File: config.mk
export PLATFORM = sky130hd
export DESIGN_NAME = agps_protocol_server
export DESIGN_NICKNAME = d
export VERILOG_FILES = /design/src/shared/agps_pkg.sv /design/src/agps_filter_list.sv /design/src/agps_protocol_server.sv
export VERILOG_INCLUDE_DIRS = /design/src /design/src/shared
export SDC_FILE = /design/constraint.sdc
export NUM_CORES = 2
export LEC_CHECK = 0
export BUFFER_PORTS_ARGS = -buffer_cell sky130_fd_sc_hd__buf_2
export CORE_MARGIN = 2
export CORE_UTILIZATION = 45
export CTS_CLUSTER_DIAMETER = 150
export DETAILED_ROUTE_END_ITERATION = 16
export GPL_TIMING_DRIVEN = 0
export PLACE_DENSITY = 0.71
export RECOVER_POWER = 100
export SLEW_MARGIN = 5
export SYNTH_ARGS = -nofsm -noshare
export SYNTH_HDL_FRONTEND = slang
export SYNTH_SLANG_ARGS = --single-unit
File: constraint.sdc
create_clock -name mclk -period 20.1 [get_ports mclk]
set_clock_uncertainty 0.1 [all_clocks]
set_input_delay 1.005 -clock mclk [delete_from_list [all_inputs] [get_ports mclk]]
set_output_delay 1.005 -clock mclk [all_outputs]
set_load 0.02 [all_outputs]
File: src/shared/agps_defines.svh
// constants of the ascii gateway protocol engine
`ifndef AGPS_DEFINES_SVH
`define AGPS_DEFINES_SVH
`define AGPS_ERR_QUEUE_OVR      8'h10
`define AGPS_ERR_DATA_OVR       8'h11
`define AGPS_ERR_STAT_SET       8'h12
`define AGPS_ERR_STAT_CLR       8'h13
`define AGPS_ERR_BUS_OFF        8'h14
`define AGPS_BAD_FRAME_FORMAT   8'h20
`define AGPS_BAD_REMOTE_FLAG    8'h21
`define AGPS_ERR_CONN_REJECT    8'h70
`define AGPS_IDENT_ABSENT       8'h75
`define AGPS_IDENT_DUPLICATE    8'h76
`define AGPS_ERR_LIST_FULL      8'h77
`define AGPS_ERR_CMD_UNKNOWN    8'h80
`define AGPS_ERR_BAUD_UNKNOWN   8'h81
`define AGPS_BITRATE_DETECT_FAIL 8'h82
`define AGPS_ERR_SET_BAUD       8'h83
`define AGPS_ERR_STATE_WRONG    8'h90
`define AGPS_PEND_W             7
`define AGPS_PEND_QUEUE         3'h0
`define AGPS_PEND_FMT           3'h5
`define AGPS_PEND_RTR           3'h6
`define AGPS_ERR_LINE_LEN       4'hb
`define AGPS_INFO_LINE_LEN      4'h6
`define AGPS_CH_E               8'h45
`define AGPS_CH_I               8'h49
`define AGPS_CH_SP              8'h20
`define AGPS_CH_CR              8'h0d
`define AGPS_CH_LF              8'h0a
`define AGPS_CH_O               8'h4f
`define AGPS_CH_K               8'h4b
`define AGPS_CH_F               8'h46
`define AGPS_CH_A               8'h41
`define AGPS_CH_L               8'h4c
`define AGPS_CH_0               8'h30
`define AGPS_CH_HEXA            8'h37
`endif

File: src/shared/agps_pkg.sv
// types of the ascii gateway protocol engine
package agps_pkg;
	typedef enum logic [3:0] {
		AGPS_CMD_INIT, AGPS_CMD_INIT_AUTO, AGPS_CMD_START, AGPS_CMD_STOP, AGPS_CMD_RESET,
		AGPS_CMD_F_ADD, AGPS_CMD_F_REMOVE, AGPS_CMD_F_SEARCH, AGPS_CMD_F_CLEAR,
		AGPS_CMD_F_ENABLE, AGPS_CMD_F_DISABLE, AGPS_CMD_F_LOAD, AGPS_CMD_F_SAVE,
		AGPS_CMD_UNKNOWN
	} agps_cmd_e;
	typedef enum logic [2:0] {
		AGPS_CTL_INIT, AGPS_CTL_AUTO, AGPS_CTL_START, AGPS_CTL_STOP, AGPS_CTL_RESET
	} agps_ctl_e;
	typedef enum logic [2:0] {
		AGPS_FOP_NOP, AGPS_FOP_ADD, AGPS_FOP_REMOVE, AGPS_FOP_CLEAR, AGPS_FOP_WRITE
	} agps_fop_e;
	typedef enum logic [3:0] {
		AGPS_ST_IDLE = 4'h1, AGPS_ST_LOAD = 4'h2, AGPS_ST_CTRL = 4'h4, AGPS_ST_SAVE = 4'h8
	} agps_state_e;
	typedef struct packed {
		agps_cmd_e   op;
		logic [15:0] baud;
		logic [10:0] ident;
	} agps_cmd_s;
	typedef struct packed {
		logic        fmtBad;
		logic        rtrBad;
		logic [10:0] ident;
		logic [3:0]  len;
		logic [63:0] data;
	} agps_frame_s;
	typedef struct packed {
		logic dataOverrun;
		logic statusSet;
		logic statusCleared;
		logic busOff;
	} agps_fault_s;
endpackage : agps_pkg

File: src/agps_filter_list.sv
// working ram copy of the identifier filter list
`timescale 1ns/1ps
module agps_filter_list #(
	parameter int DEPTH = 16,
	parameter int IDW   = 11,
	parameter int AW    = $clog2(DEPTH)
) (
	input  wire logic                mclk,
	input  wire logic                rst,
	input  agps_pkg::agps_fop_e      op,
	input  wire logic [IDW-1:0]      opIdent,
	input  wire logic [AW-1:0]       wrIdx,
	input  wire logic [IDW:0]        wrEntry,
	input  wire logic [AW-1:0]       rdIdx,
	output logic      [IDW:0]        rdEntry,
	output logic                     hit,
	output logic                     full,
	input  wire logic [IDW-1:0]      matchIdent,
	output logic                     match
);
	logic [IDW:0]   mem_q [DEPTH];
	logic [IDW:0]   mem_d [DEPTH];
	logic [AW-1:0]  hitIdx;
	logic [AW-1:0]  freeIdx;

	always_comb
	begin
		hit = 1'b0;
		full = 1'b1;
		match = 1'b0;
		hitIdx = '0;
		freeIdx = '0;
		for (int i = DEPTH - 1; i >= 0; i--)
		begin
			if (mem_q[i][IDW] && mem_q[i][IDW-1:0] == opIdent)
			begin
				hit = 1'b1;
				hitIdx = AW'(i);
			end
			if (!mem_q[i][IDW])
			begin
				full = 1'b0;
				freeIdx = AW'(i);
			end
			if (mem_q[i][IDW] && mem_q[i][IDW-1:0] == matchIdent)
				match = 1'b1;
		end
		rdEntry = mem_q[rdIdx];
		mem_d = mem_q;
		case (op)
			agps_pkg::AGPS_FOP_ADD:
				if (!hit && !full)
					mem_d[freeIdx] = {1'b1, opIdent};
			agps_pkg::AGPS_FOP_REMOVE:
				if (hit)
					mem_d[hitIdx] = '0;
			agps_pkg::AGPS_FOP_CLEAR:
				for (int i = 0; i < DEPTH; i++)
					mem_d[i] = '0;
			agps_pkg::AGPS_FOP_WRITE:
				mem_d[wrIdx] = wrEntry;
			default:
				mem_d = mem_q;
		endcase
	end

	always_ff @(posedge mclk or posedge rst)
	begin
		if (rst)
			for (int i = 0; i < DEPTH; i++)
				mem_q[i] <= '0;
		else
			mem_q <= mem_d;
	end
endmodule : agps_filter_list

File: src/agps_protocol_server.sv
// protocol engine: commands, replies, filtering and frame forwarding
`timescale 1ns/1ps
`include "agps_defines.svh"
module agps_protocol_server #(
	parameter int DEPTH = 16,
	parameter int IDW   = 11,
	parameter int AW    = $clog2(DEPTH)
) (
	input  wire logic                  mclk,
	input  wire logic                  rst,
	input  wire logic                  cmdValid,
	input  agps_pkg::agps_cmd_s        cmdIn,
	output logic                       cmdReady,
	input  wire logic                  canRxValid,
	input  agps_pkg::agps_frame_s      canRx,
	output logic                       toNetValid,
	output agps_pkg::agps_frame_s      toNet,
	input  wire logic                  toNetReady,
	input  wire logic                  netRxValid,
	input  agps_pkg::agps_frame_s      netRx,
	output logic                       toCanValid,
	output agps_pkg::agps_frame_s      toCan,
	input  wire logic                  toCanReady,
	input  agps_pkg::agps_fault_s      canFault,
	output logic                       ctrlReq,
	output agps_pkg::agps_ctl_e        ctrlOp,
	output logic [15:0]                ctrlBaud,
	input  wire logic                  ctrlDone,
	input  wire logic                  ctrlFail,
	output logic                       flashReq,
	output logic                       flashWe,
	output logic [AW-1:0]              flashAddr,
	output logic [IDW:0]               flashWdata,
	input  wire logic [IDW:0]          flashRdata,
	input  wire logic                  flashAck,
	output logic                       replyValid,
	output logic [7:0]                 replyByte,
	input  wire logic                  replyReady,
	input  wire logic                  connAttempt,
	input  wire logic                  sessionActive,
	output logic                       connReject,
	output logic                       filterOn,
	output logic                       canStarted
);
	function automatic logic baudKnown(input logic [15:0] b);
		case (b)
			16'h0000, 16'h000a, 16'h0014, 16'h0032, 16'h0064, 16'h007d, 16'h00fa, 16'h01f4, 16'h03e8:
				return 1'b1;
			default:
				return 1'b0;
		endcase
	endfunction : baudKnown

	function automatic logic [7:0] hexChar(input logic [3:0] n);
		return (n < 4'ha) ? (`AGPS_CH_0 + {4'h0, n}) : (`AGPS_CH_HEXA + {4'h0, n});
	endfunction : hexChar

	function automatic logic [7:0] lineChar(input logic isErr, input logic [7:0] code, input logic [3:0] i);
		logic [7:0] c;
		c = `AGPS_CH_LF;
		if (isErr)
			case (i)
				4'h0: c = `AGPS_CH_E;
				4'h1, 4'h4: c = `AGPS_CH_SP;
				4'h2: c = hexChar(code[7:4]);
				4'h3: c = hexChar(code[3:0]);
				4'h5: c = `AGPS_CH_F;
				4'h6: c = `AGPS_CH_A;
				4'h7: c = `AGPS_CH_I;
				4'h8: c = `AGPS_CH_L;
				4'h9: c = `AGPS_CH_CR;
				default: c = `AGPS_CH_LF;
			endcase
		else
			case (i)
				4'h0: c = `AGPS_CH_I;
				4'h1: c = `AGPS_CH_SP;
				4'h2: c = `AGPS_CH_O;
				4'h3: c = `AGPS_CH_K;
				4'h4: c = `AGPS_CH_CR;
				default: c = `AGPS_CH_LF;
			endcase
		return c;
	endfunction : lineChar

	function automatic logic [7:0] pendCode(input logic [2:0] i);
		case (i)
			3'h0: return `AGPS_ERR_QUEUE_OVR;
			3'h1: return `AGPS_ERR_DATA_OVR;
			3'h2: return `AGPS_ERR_STAT_SET;
			3'h3: return `AGPS_ERR_STAT_CLR;
			3'h4: return `AGPS_ERR_BUS_OFF;
			3'h5: return `AGPS_BAD_FRAME_FORMAT;
			default: return `AGPS_BAD_REMOTE_FLAG;
		endcase
	endfunction : pendCode

	agps_pkg::agps_state_e    state_q, state_d;
	logic [AW-1:0]            idx_q, idx_d;
	logic                     fromCmd_q, fromCmd_d;
	logic                     inited_q, inited_d;
	logic                     started_q, started_d;
	logic                     filterOn_q, filterOn_d;
	agps_pkg::agps_ctl_e      ctrlOp_q, ctrlOp_d;
	logic                     ctrlReq_q, ctrlReq_d;
	logic [15:0]              ctrlBaud_q, ctrlBaud_d;
	logic                     flashReq_q, flashReq_d;
	logic                     flashWe_q, flashWe_d;
	logic [IDW:0]             flashWdata_q, flashWdata_d;
	logic                     respValid_q, respValid_d;
	logic                     respErr_q, respErr_d;
	logic [7:0]               respCode_q, respCode_d;
	logic [`AGPS_PEND_W-1:0]  pend_q, pend_d;
	logic                     lineOn_q, lineOn_d;
	logic                     lineErr_q, lineErr_d;
	logic [7:0]               lineCode_q, lineCode_d;
	logic [3:0]               pos_q, pos_d;
	logic [7:0]               replyByte_q, replyByte_d;
	agps_pkg::agps_frame_s    toNet_q, toNet_d;
	logic                     toNetValid_q, toNetValid_d;
	agps_pkg::agps_frame_s    toCan_q, toCan_d;
	logic                     toCanValid_q, toCanValid_d;
	logic                     connReject_q, connReject_d;
	agps_pkg::agps_fop_e      fop;
	logic [AW-1:0]            fWrIdx;
	logic [IDW:0]             rdEntry;
	logic                     fHit;
	logic                     fFull;
	logic                     fMatch;
	logic [`AGPS_PEND_W-1:0]  pendSet;
	logic [`AGPS_PEND_W-1:0]  pendClr;
	logic                     lastIdx;

	agps_filter_list #(.DEPTH(DEPTH), .IDW(IDW), .AW(AW)) u_list (
		.mclk       (mclk),
		.rst        (rst),
		.op         (fop),
		.opIdent    (cmdIn.ident),
		.wrIdx      (fWrIdx),
		.wrEntry    (flashRdata),
		.rdIdx      (idx_q),
		.rdEntry    (rdEntry),
		.hit        (fHit),
		.full       (fFull),
		.matchIdent (canRx.ident),
		.match      (fMatch)
	);

	assign lastIdx = (idx_q == AW'(DEPTH - 1));
	assign fWrIdx = idx_q;

	always_comb
	begin
		state_d = state_q;
		idx_d = idx_q;
		fromCmd_d = fromCmd_q;
		inited_d = inited_q;
		started_d = started_q;
		filterOn_d = filterOn_q;
		ctrlOp_d = ctrlOp_q;
		ctrlReq_d = 1'b0;
		ctrlBaud_d = ctrlBaud_q;
		flashReq_d = flashReq_q;
		flashWe_d = flashWe_q;
		flashWdata_d = flashWdata_q;
		respValid_d = respValid_q;
		respErr_d = respErr_q;
		respCode_d = respCode_q;
		cmdReady = 1'b0;
		fop = agps_pkg::AGPS_FOP_NOP;
		case (state_q)
			agps_pkg::AGPS_ST_IDLE:
			begin
				cmdReady = !respValid_q;
				if (cmdValid && cmdReady)
				begin
					respValid_d = 1'b1;
					respErr_d = 1'b0;
					respCode_d = '0;
					case (cmdIn.op)
						agps_pkg::AGPS_CMD_INIT, agps_pkg::AGPS_CMD_INIT_AUTO:
							if (started_q)
							begin
								respErr_d = 1'b1;
								respCode_d = `AGPS_ERR_STATE_WRONG;
							end
							else if (cmdIn.op == agps_pkg::AGPS_CMD_INIT && !baudKnown(cmdIn.baud))
							begin
								respErr_d = 1'b1;
								respCode_d = `AGPS_ERR_BAUD_UNKNOWN;
							end
							else
							begin
								respValid_d = 1'b0;
								ctrlReq_d = 1'b1;
								ctrlBaud_d = cmdIn.baud;
								ctrlOp_d = (cmdIn.op == agps_pkg::AGPS_CMD_INIT) ? agps_pkg::AGPS_CTL_INIT :
								           agps_pkg::AGPS_CTL_AUTO;
								state_d = agps_pkg::AGPS_ST_CTRL;
							end
						agps_pkg::AGPS_CMD_START, agps_pkg::AGPS_CMD_STOP, agps_pkg::AGPS_CMD_RESET:
							if (cmdIn.op == agps_pkg::AGPS_CMD_START && (!inited_q || started_q))
							begin
								respErr_d = 1'b1;
								respCode_d = `AGPS_ERR_STATE_WRONG;
							end
							else
							begin
								respValid_d = 1'b0;
								ctrlReq_d = 1'b1;
								ctrlOp_d = (cmdIn.op == agps_pkg::AGPS_CMD_START) ? agps_pkg::AGPS_CTL_START :
								           (cmdIn.op == agps_pkg::AGPS_CMD_STOP) ? agps_pkg::AGPS_CTL_STOP :
								           agps_pkg::AGPS_CTL_RESET;
								state_d = agps_pkg::AGPS_ST_CTRL;
							end
						agps_pkg::AGPS_CMD_F_ADD:
						begin
							fop = agps_pkg::AGPS_FOP_ADD;
							respErr_d = fHit || fFull;
							respCode_d = fHit ? `AGPS_IDENT_DUPLICATE : `AGPS_ERR_LIST_FULL;
						end
						agps_pkg::AGPS_CMD_F_REMOVE, agps_pkg::AGPS_CMD_F_SEARCH:
						begin
							fop = (cmdIn.op == agps_pkg::AGPS_CMD_F_REMOVE) ? agps_pkg::AGPS_FOP_REMOVE :
							      agps_pkg::AGPS_FOP_NOP;
							respErr_d = !fHit;
							respCode_d = `AGPS_IDENT_ABSENT;
						end
						agps_pkg::AGPS_CMD_F_CLEAR:
							fop = agps_pkg::AGPS_FOP_CLEAR;
						agps_pkg::AGPS_CMD_F_ENABLE, agps_pkg::AGPS_CMD_F_DISABLE:
							filterOn_d = (cmdIn.op == agps_pkg::AGPS_CMD_F_ENABLE);
						agps_pkg::AGPS_CMD_F_LOAD, agps_pkg::AGPS_CMD_F_SAVE:
						begin
							respValid_d = 1'b0;
							fromCmd_d = 1'b1;
							idx_d = '0;
							flashReq_d = 1'b1;
							flashWe_d = (cmdIn.op == agps_pkg::AGPS_CMD_F_SAVE);
							state_d = flashWe_d ? agps_pkg::AGPS_ST_SAVE : agps_pkg::AGPS_ST_LOAD;
						end
						default:
						begin
							respErr_d = 1'b1;
							respCode_d = `AGPS_ERR_CMD_UNKNOWN;
						end
					endcase
				end
			end
			agps_pkg::AGPS_ST_LOAD, agps_pkg::AGPS_ST_SAVE:
			begin
				flashWdata_d = rdEntry;
				if (flashAck)
				begin
					if (state_q == agps_pkg::AGPS_ST_LOAD)
						fop = agps_pkg::AGPS_FOP_WRITE;
					idx_d = idx_q + 1'b1;
					if (lastIdx)
					begin
						flashReq_d = 1'b0;
						flashWe_d = 1'b0;
						state_d = agps_pkg::AGPS_ST_IDLE;
						respValid_d = fromCmd_q;
						respErr_d = 1'b0;
					end
				end
			end
			agps_pkg::AGPS_ST_CTRL:
				if (ctrlDone)
				begin
					state_d = agps_pkg::AGPS_ST_IDLE;
					respValid_d = 1'b1;
					respErr_d = ctrlFail;
					respCode_d = (ctrlOp_q == agps_pkg::AGPS_CTL_AUTO) ? `AGPS_BITRATE_DETECT_FAIL :
					             `AGPS_ERR_SET_BAUD;
					if (!ctrlFail)
						case (ctrlOp_q)
							agps_pkg::AGPS_CTL_INIT, agps_pkg::AGPS_CTL_AUTO: inited_d = 1'b1;
							agps_pkg::AGPS_CTL_START: started_d = 1'b1;
							default:
							begin
								started_d = 1'b0;
								inited_d = (ctrlOp_q == agps_pkg::AGPS_CTL_STOP) && inited_q;
							end
						endcase
				end
			default:
				state_d = agps_pkg::AGPS_ST_IDLE;
		endcase
		if (!lineOn_q && respValid_q)
			respValid_d = 1'b0;
	end

	// frame paths: one holding register per direction keeps arrival order
	always_comb
	begin
		pendSet = '0;
		toNet_d = toNet_q;
		toNetValid_d = toNetValid_q && !toNetReady;
		toCan_d = toCan_q;
		toCanValid_d = toCanValid_q && !toCanReady;
		if (canRxValid && started_q && (!filterOn_q || fMatch))
		begin
			if (toNetValid_d)
				pendSet[`AGPS_PEND_QUEUE] = 1'b1;
			else
			begin
				toNet_d = canRx;
				toNetValid_d = 1'b1;
			end
		end
		if (netRxValid && started_q)
		begin
			if (netRx.fmtBad)
				pendSet[`AGPS_PEND_FMT] = 1'b1;
			else if (netRx.rtrBad)
				pendSet[`AGPS_PEND_RTR] = 1'b1;
			else if (toCanValid_d)
				pendSet[`AGPS_PEND_QUEUE] = 1'b1;
			else
			begin
				toCan_d = netRx;
				toCanValid_d = 1'b1;
			end
		end
		pendSet[4:1] = {canFault.busOff, canFault.statusCleared,
		                canFault.statusSet, canFault.dataOverrun};
		connReject_d = connAttempt && sessionActive;
	end

	// reply serializer: a command answer wins over queued fault lines
	always_comb
	begin
		lineOn_d = lineOn_q;
		lineErr_d = lineErr_q;
		lineCode_d = lineCode_q;
		pos_d = pos_q;
		pendClr = '0;
		if (!lineOn_q)
		begin
			pos_d = '0;
			if (respValid_q)
			begin
				lineOn_d = 1'b1;
				lineErr_d = respErr_q;
				lineCode_d = respCode_q;
			end
			else
				for (int i = `AGPS_PEND_W - 1; i >= 0; i--)
					if (pend_q[i])
					begin
						lineOn_d = 1'b1;
						lineErr_d = 1'b1;
						lineCode_d = pendCode(3'(i));
						pendClr = '0;
						pendClr[i] = 1'b1;
					end
		end
		else if (replyReady)
		begin
			pos_d = pos_q + 1'b1;
			if (pos_q == (lineErr_q ? `AGPS_ERR_LINE_LEN : `AGPS_INFO_LINE_LEN) - 4'h1)
				lineOn_d = 1'b0;
		end
		replyByte_d = lineChar(lineErr_d, lineCode_d, pos_d);
		pend_d = (pend_q & ~pendClr) | pendSet;
	end

	always_ff @(posedge mclk or posedge rst)
	begin
		if (rst)
		begin
			state_q <= agps_pkg::AGPS_ST_LOAD;
			idx_q <= '0;
			fromCmd_q <= 1'b0;
			inited_q <= 1'b0;
			started_q <= 1'b0;
			filterOn_q <= 1'b0;
			ctrlOp_q <= agps_pkg::AGPS_CTL_INIT;
			ctrlReq_q <= 1'b0;
			ctrlBaud_q <= '0;
			flashReq_q <= 1'b1;
			flashWe_q <= 1'b0;
			flashWdata_q <= '0;
			respValid_q <= 1'b0;
			respErr_q <= 1'b0;
			respCode_q <= '0;
			pend_q <= '0;
			lineOn_q <= 1'b0;
			lineErr_q <= 1'b0;
			lineCode_q <= '0;
			pos_q <= '0;
			replyByte_q <= '0;
			toNet_q <= '0;
			toNetValid_q <= 1'b0;
			toCan_q <= '0;
			toCanValid_q <= 1'b0;
			connReject_q <= 1'b0;
		end
		else
		begin
			state_q <= state_d;
			idx_q <= idx_d;
			fromCmd_q <= fromCmd_d;
			inited_q <= inited_d;
			started_q <= started_d;
			filterOn_q <= filterOn_d;
			ctrlOp_q <= ctrlOp_d;
			ctrlReq_q <= ctrlReq_d;
			ctrlBaud_q <= ctrlBaud_d;
			flashReq_q <= flashReq_d;
			flashWe_q <= flashWe_d;
			flashWdata_q <= flashWdata_d;
			respValid_q <= respValid_d;
			respErr_q <= respErr_d;
			respCode_q <= respCode_d;
			pend_q <= pend_d;
			lineOn_q <= lineOn_d;
			lineErr_q <= lineErr_d;
			lineCode_q <= lineCode_d;
			pos_q <= pos_d;
			replyByte_q <= replyByte_d;
			toNet_q <= toNet_d;
			toNetValid_q <= toNetValid_d;
			toCan_q <= toCan_d;
			toCanValid_q <= toCanValid_d;
			connReject_q <= connReject_d;
		end
	end

	// flash address follows the entry index; write data lags one cycle behind
	logic [AW-1:0] flashAddr_q;
	always_ff @(posedge mclk or posedge rst)
	begin
		if (rst)
			flashAddr_q <= '0;
		else
			flashAddr_q <= idx_d;
	end

	assign toNetValid = toNetValid_q;
	assign toNet = toNet_q;
	assign toCanValid = toCanValid_q;
	assign toCan = toCan_q;
	assign ctrlReq = ctrlReq_q;
	assign ctrlOp = ctrlOp_q;
	assign ctrlBaud = ctrlBaud_q;
	assign flashReq = flashReq_q;
	assign flashWe = flashWe_q;
	assign flashAddr = flashAddr_q;
	assign flashWdata = flashWdata_q;
	assign replyValid = lineOn_q;
	assign replyByte = replyByte_q;
	assign connReject = connReject_q;
	assign filterOn = filterOn_q;
	assign canStarted = started_q;
endmodule : agps_protocol_server

# [Yosys cells after proc, flatten, opt, wreduce, memory -nomap -nowiden]
# Cells that the tools add are included.
[classes] addsub=7 n_lt_le_gt_ge=8 eq_ne=92 n_mux=226 bitwise=17 n_reduce_logical=94
[op_table] operator="$pmux 192 s4" count=1
[op_table] operator="$bwmux 192" count=2
[op_table] operator="$mux 192" count=2
[op_table] operator="$eq 11x11->1" count=32
[op_table] operator="$and 192x192->192" count=1
[op_table] operator="$not 192->192" count=1
[op_table] operator="$mux 4" count=46
[op_table] operator="$demux 12 s4" count=3
[op_table] operator="$mux 8" count=15
[op_table] operator="$mux 1" count=111
[op_table] operator="$mux 7" count=11
[op_table] operator="$pmux 7 s9" count=1
[op_table] operator="$mux 12" count=5
[op_table] operator="$bmux 12 s4" count=1
[op_table] operator="$logic_and 1x1->1" count=47
[op_table] operator="$pmux 8 s5" count=1
[op_table] operator="$eq 4x3->1 const B" count=9
[op_table] operator="$eq 4x4->1 const B" count=9
[op_table] operator="$pmux 7 s5" count=1
[op_table] operator="$eq 16x7->1 const B" count=2
[op_table] operator="$add 6x4->7 const A" count=4
[op_table] operator="$pmux 4 s3" count=2
[op_table] operator="$mux 3" count=7
[op_table] operator="$ne 3x3->1 const B" count=7
[op_table] operator="other kinds (51)" count=123
[totals] reg_bits=440 input_bits=222 out_inout_bits=215 wordCells=492

# [Logic depth before layout (Yosys ltp)]
[logic_depth] word_depth=27 depth_mapped=13 ltp_nobuf=12

# [Hierarchy]
# Synthesis repeated with hierarchy kept, for this count alone.
[unflattened] hier_cells=2657 area_unflattened_um2=27278.7
[by_module_without_submodules] module="agps_filter_list" n_inst=1 cells_each=1832 area_each_um2=16846.2 seq_area_each_um2=4804.6
[by_module_without_submodules] module="agps_protocol_server" n_inst=1 cells_each=825 area_each_um2=10432.5 seq_area_each_um2=6108.4

# [Worst setup path after synthesis]
# No wires, ideal clock.
[synth_timing] path_kind="input to register" from="input port cmdIn[1] (netlist name)" to="register with a tool-made name" setup_ns=0.145 t_arrival_ns=3.216 required_ns=19.855 slack_ns=16.639 stages=11 n_path_buf=3 path_cell_list="buf_4 > buf_6 > xnor2_1 > nand4_1 > or4_1 > a211oi_2 > nor3_1 > o22a_1 > o31ai_1 > buf_2 > a41oi_1"
[synth_rtl] item="start: declaration" line_no="agps_protocol_server.sv:12" rtl="input agps_pkg::agps_cmd_s cmdIn,"

==> impl_metrics.tcl <==
set metrics [dict create \
    routedWlPerCell_um 35.1 \
    tns_ns 0 \
    postCtsHoldBufs 0 \
    cp_slowest_stage_delay_ns 2.07 \
    synth.distinct_cells 89 \
    die_area_um2 66500 \
    cp_common_cell "clkbuf_1" \
    grt_pass1_vias 27800 \
    arrival_ns 8.99 \
    p_sw_mw 1.81 \
    min_path_type "input pin to async pin" \
    clock-sinks 436 \
    synth-warning-count 0 \
    routabilityCongestion 1.10 \
    grt_start_max_net_pins 111 \
    clk_pin_slew_worst_paths_ns 0.08 \
    timing.final.ws_setup_ns 11.46 \
    track_usage_pct 45.9 \
    nets 3779 \
    htreeDepth 2 \
    drv_slew 293 \
    peakVddDrop_v 0.0000858 \
    crit_chain "clkbuf_1 -> clkbuf_1 -> xnor2_1 -> nand4_1 -> nor3_1 -> nor4_1 -> nand4_1 -> clkbuf_1 -> o41ai_1 -> and2_0 -> clkbuf_1 -> a41oi_1" \
    syn_to_final_growth_pct 15.6 \
    rsz0062_at_grt "no" \
    fillers 6145 \
    syn_area_um2 29000 \
    synth_edf_count 0 \
    cpMaxStageDelayCell "o41ai_1" \
    cts-root-buf "clkbuf_16" \
    place_inst 4351 \
    final_cell_mix "nand2_1 (454), dfrtp_1 (434), clkbuf_1 (431)" \
    intPower_mw 2.39 \
    grt_pass1_wl_um 215000 \
    pwr-share-seq_pct 39.1 \
    synth.avg_cell_area_um2 9.38 \
    cts-resized-gates 0 \
    power_mw 4.21 \
    cap_violations 14 \
    power.density_nw_per_um2 126 \
    fin_crit_sh_pct 43.0 \
    seq_area_frac_synth_pct 37.7 \
    drt.antenna.violating_nets 0 \
    drt_wl_total_um 157000 \
    cts_made_buffers 49 \
    ioPinCount 437 \
    grt-ovfl-total 0 \
    max_freq_mhz 116 \
    syn_inst 3089 \
    die_h_um 258 \
    status "finished, violations left" \
    cp-start-kind "input pin" \
    drcViolationCount 0 \
    clock_latency_ns 0.64 \
    drt_iter0_markers 5108 \
    start_util_pct 45.2 \
    dpl.hpwl_um 112000 \
    port_buffers 398 \
    combPwrFrac_pct 36.5 \
    synthArstFlopShare_pct 100 \
    finalHoldViolations 0 \
    die_x_um 258 \
    place_ws_ns 14.72 \
    coreArea_um2 64100 \
    drive_gt1_share_pct 18.0 \
    synth_top_cell_area_share_pct 37.5 \
    path_class "input pin to flop" \
    worstPathRequired_ns 20.46 \
    clockPowerShare_pct 24.4 \
    p_leak_nw 13.7 \
    rows 93 \
    p_sw_share_pct 43.1 \
    yosys_register_bits 436 \
    post_cts_buffers 0 \
    worst_pin_slew_ns 6.09 \
    violations "capacitance limit, slew limit" \
    clk_path_buf_depth 3 \
    yosysTopAreaCell "dfrtp_1" \
    synth_area_leaders "dfrtp_1 (37%), xnor2_1 (11%), mux2_2 (7.1%), nand2_1 (5.9%), a21oi_1 (5.4%)" \
    antenna_found_initial 24 \
    setup_viol 0 \
    cpLargestDelayFamily "buffers and inverters" \
    synthFlopType "dfrtp_1" \
    slew_headroom_pct -306 \
    routed_via_density 6.72 \
    period_needed_ns 8.64 \
    crit_buf_inv 4 \
    crit_fanout 10 \
    utilization_pct 52.2 \
    final_common_cell "nand2_1" \
    cp-end-kind "flop" \
    dr_total_vias 29900 \
    cts_tree "built" \
    first_pass_iters 8 \
    instances_no_fill 4455 \
]
==> layout make-up <==
class	count	area, um^2	area share [%]
Antenna cell	11	27.5	0.0822
Buffer	289	1320	3.95
Clock buffer	64	1370	4.10
Clock inverter	26	438	1.31
Inverter	77	290	0.867
Multi-Input combinational cell	2289	16200	48.4
Sequential cell	436	10900	32.6
Tap cell	855	1070	3.19
Timing Repair Buffer	408	1860	5.55
==> power groups by stage <==
stage               clock, mW  combinational, mW  sequential [mW]
CTS                      1.03               1.51             1.60
detailed placement          0               1.50             1.61
floorplan                   0               1.05             1.42
finish                   1.03               1.54             1.64
global route             1.06               1.63             1.63
global placement            0               1.49             1.61
==> synth_stat cells (18+ instances only) <==
cell        n
a21oi_1   315
a31oi_1    36
a41oi_1   110
and2_1     29
buf_2      60
buf_4      32
buf_6      18
clkbuf_1  168
dfrtp_1   434
inv_1      75
mux2_2    183
mux2i_1    42
mux4_2     60
nand2_1   454
nand3_1    34
nand4_1   142
nor2_1     84
nor3_1     74
o211ai_1   31
o21ai_0   102
o221ai_2   20
or3_1      20
xnor2_1   356
==> path summary, 6_finish.rpt <==
check	from	to	slack, ns	depth (start not counted)
min	rst	async pin	0.35	2
min in group mclk	flashWdata[11]$_DFFE_PP0N_	flashWdata[11]$_DFFE_PP0N_	0.37	2
max in group asynchronous	rst	async pin	13.25	3
max reg2reg	flop	flop	13.92	10
max	cmdIn[3]	flop	11.46	12
min reg2reg	flashWdata[11]$_DFFE_PP0N_	flashWdata[11]$_DFFE_PP0N_	0.37	2
==> metrics by stage <==
step | cell area, um^2 | hold WS, ns
floorplan | 29000 | 0.340
global placement | 32100 | 0.356
detailed placement | 32200 | 0.360
CTS | 34000 | 0.162
global route | 33500 | 0.392
finish | 33500 | 0.349
==> logic make-up (layout without fill, tap and decap cells) <==
logic type | count (synthesis) | in the layout | synth area share (%)
other cells | 1 | 14 | 0.0129
flops | 436 | 436 | 37.7
compound gates | 719 | 719 | 16.8
buf+inv | 366 | 864 | 5.92
mux | 285 | 285 | 13.2
simple gates | 916 | 916 | 15.2
xor+xnor | 359 | 359 | 10.9
fa+ha+maj | 7 | 7 | 0.302
==> routing by layer <==
metal	up-vias	global-route usage (%)	wire length, um
li1	12100	-	-
met1	14400	56.6	57100
met2	2614	65.4	63900
met3	783	18.8	21600
met4	16	31.3	13900
met5	-	0	103
No activity file was read; power rests on OpenSTA's default activity.
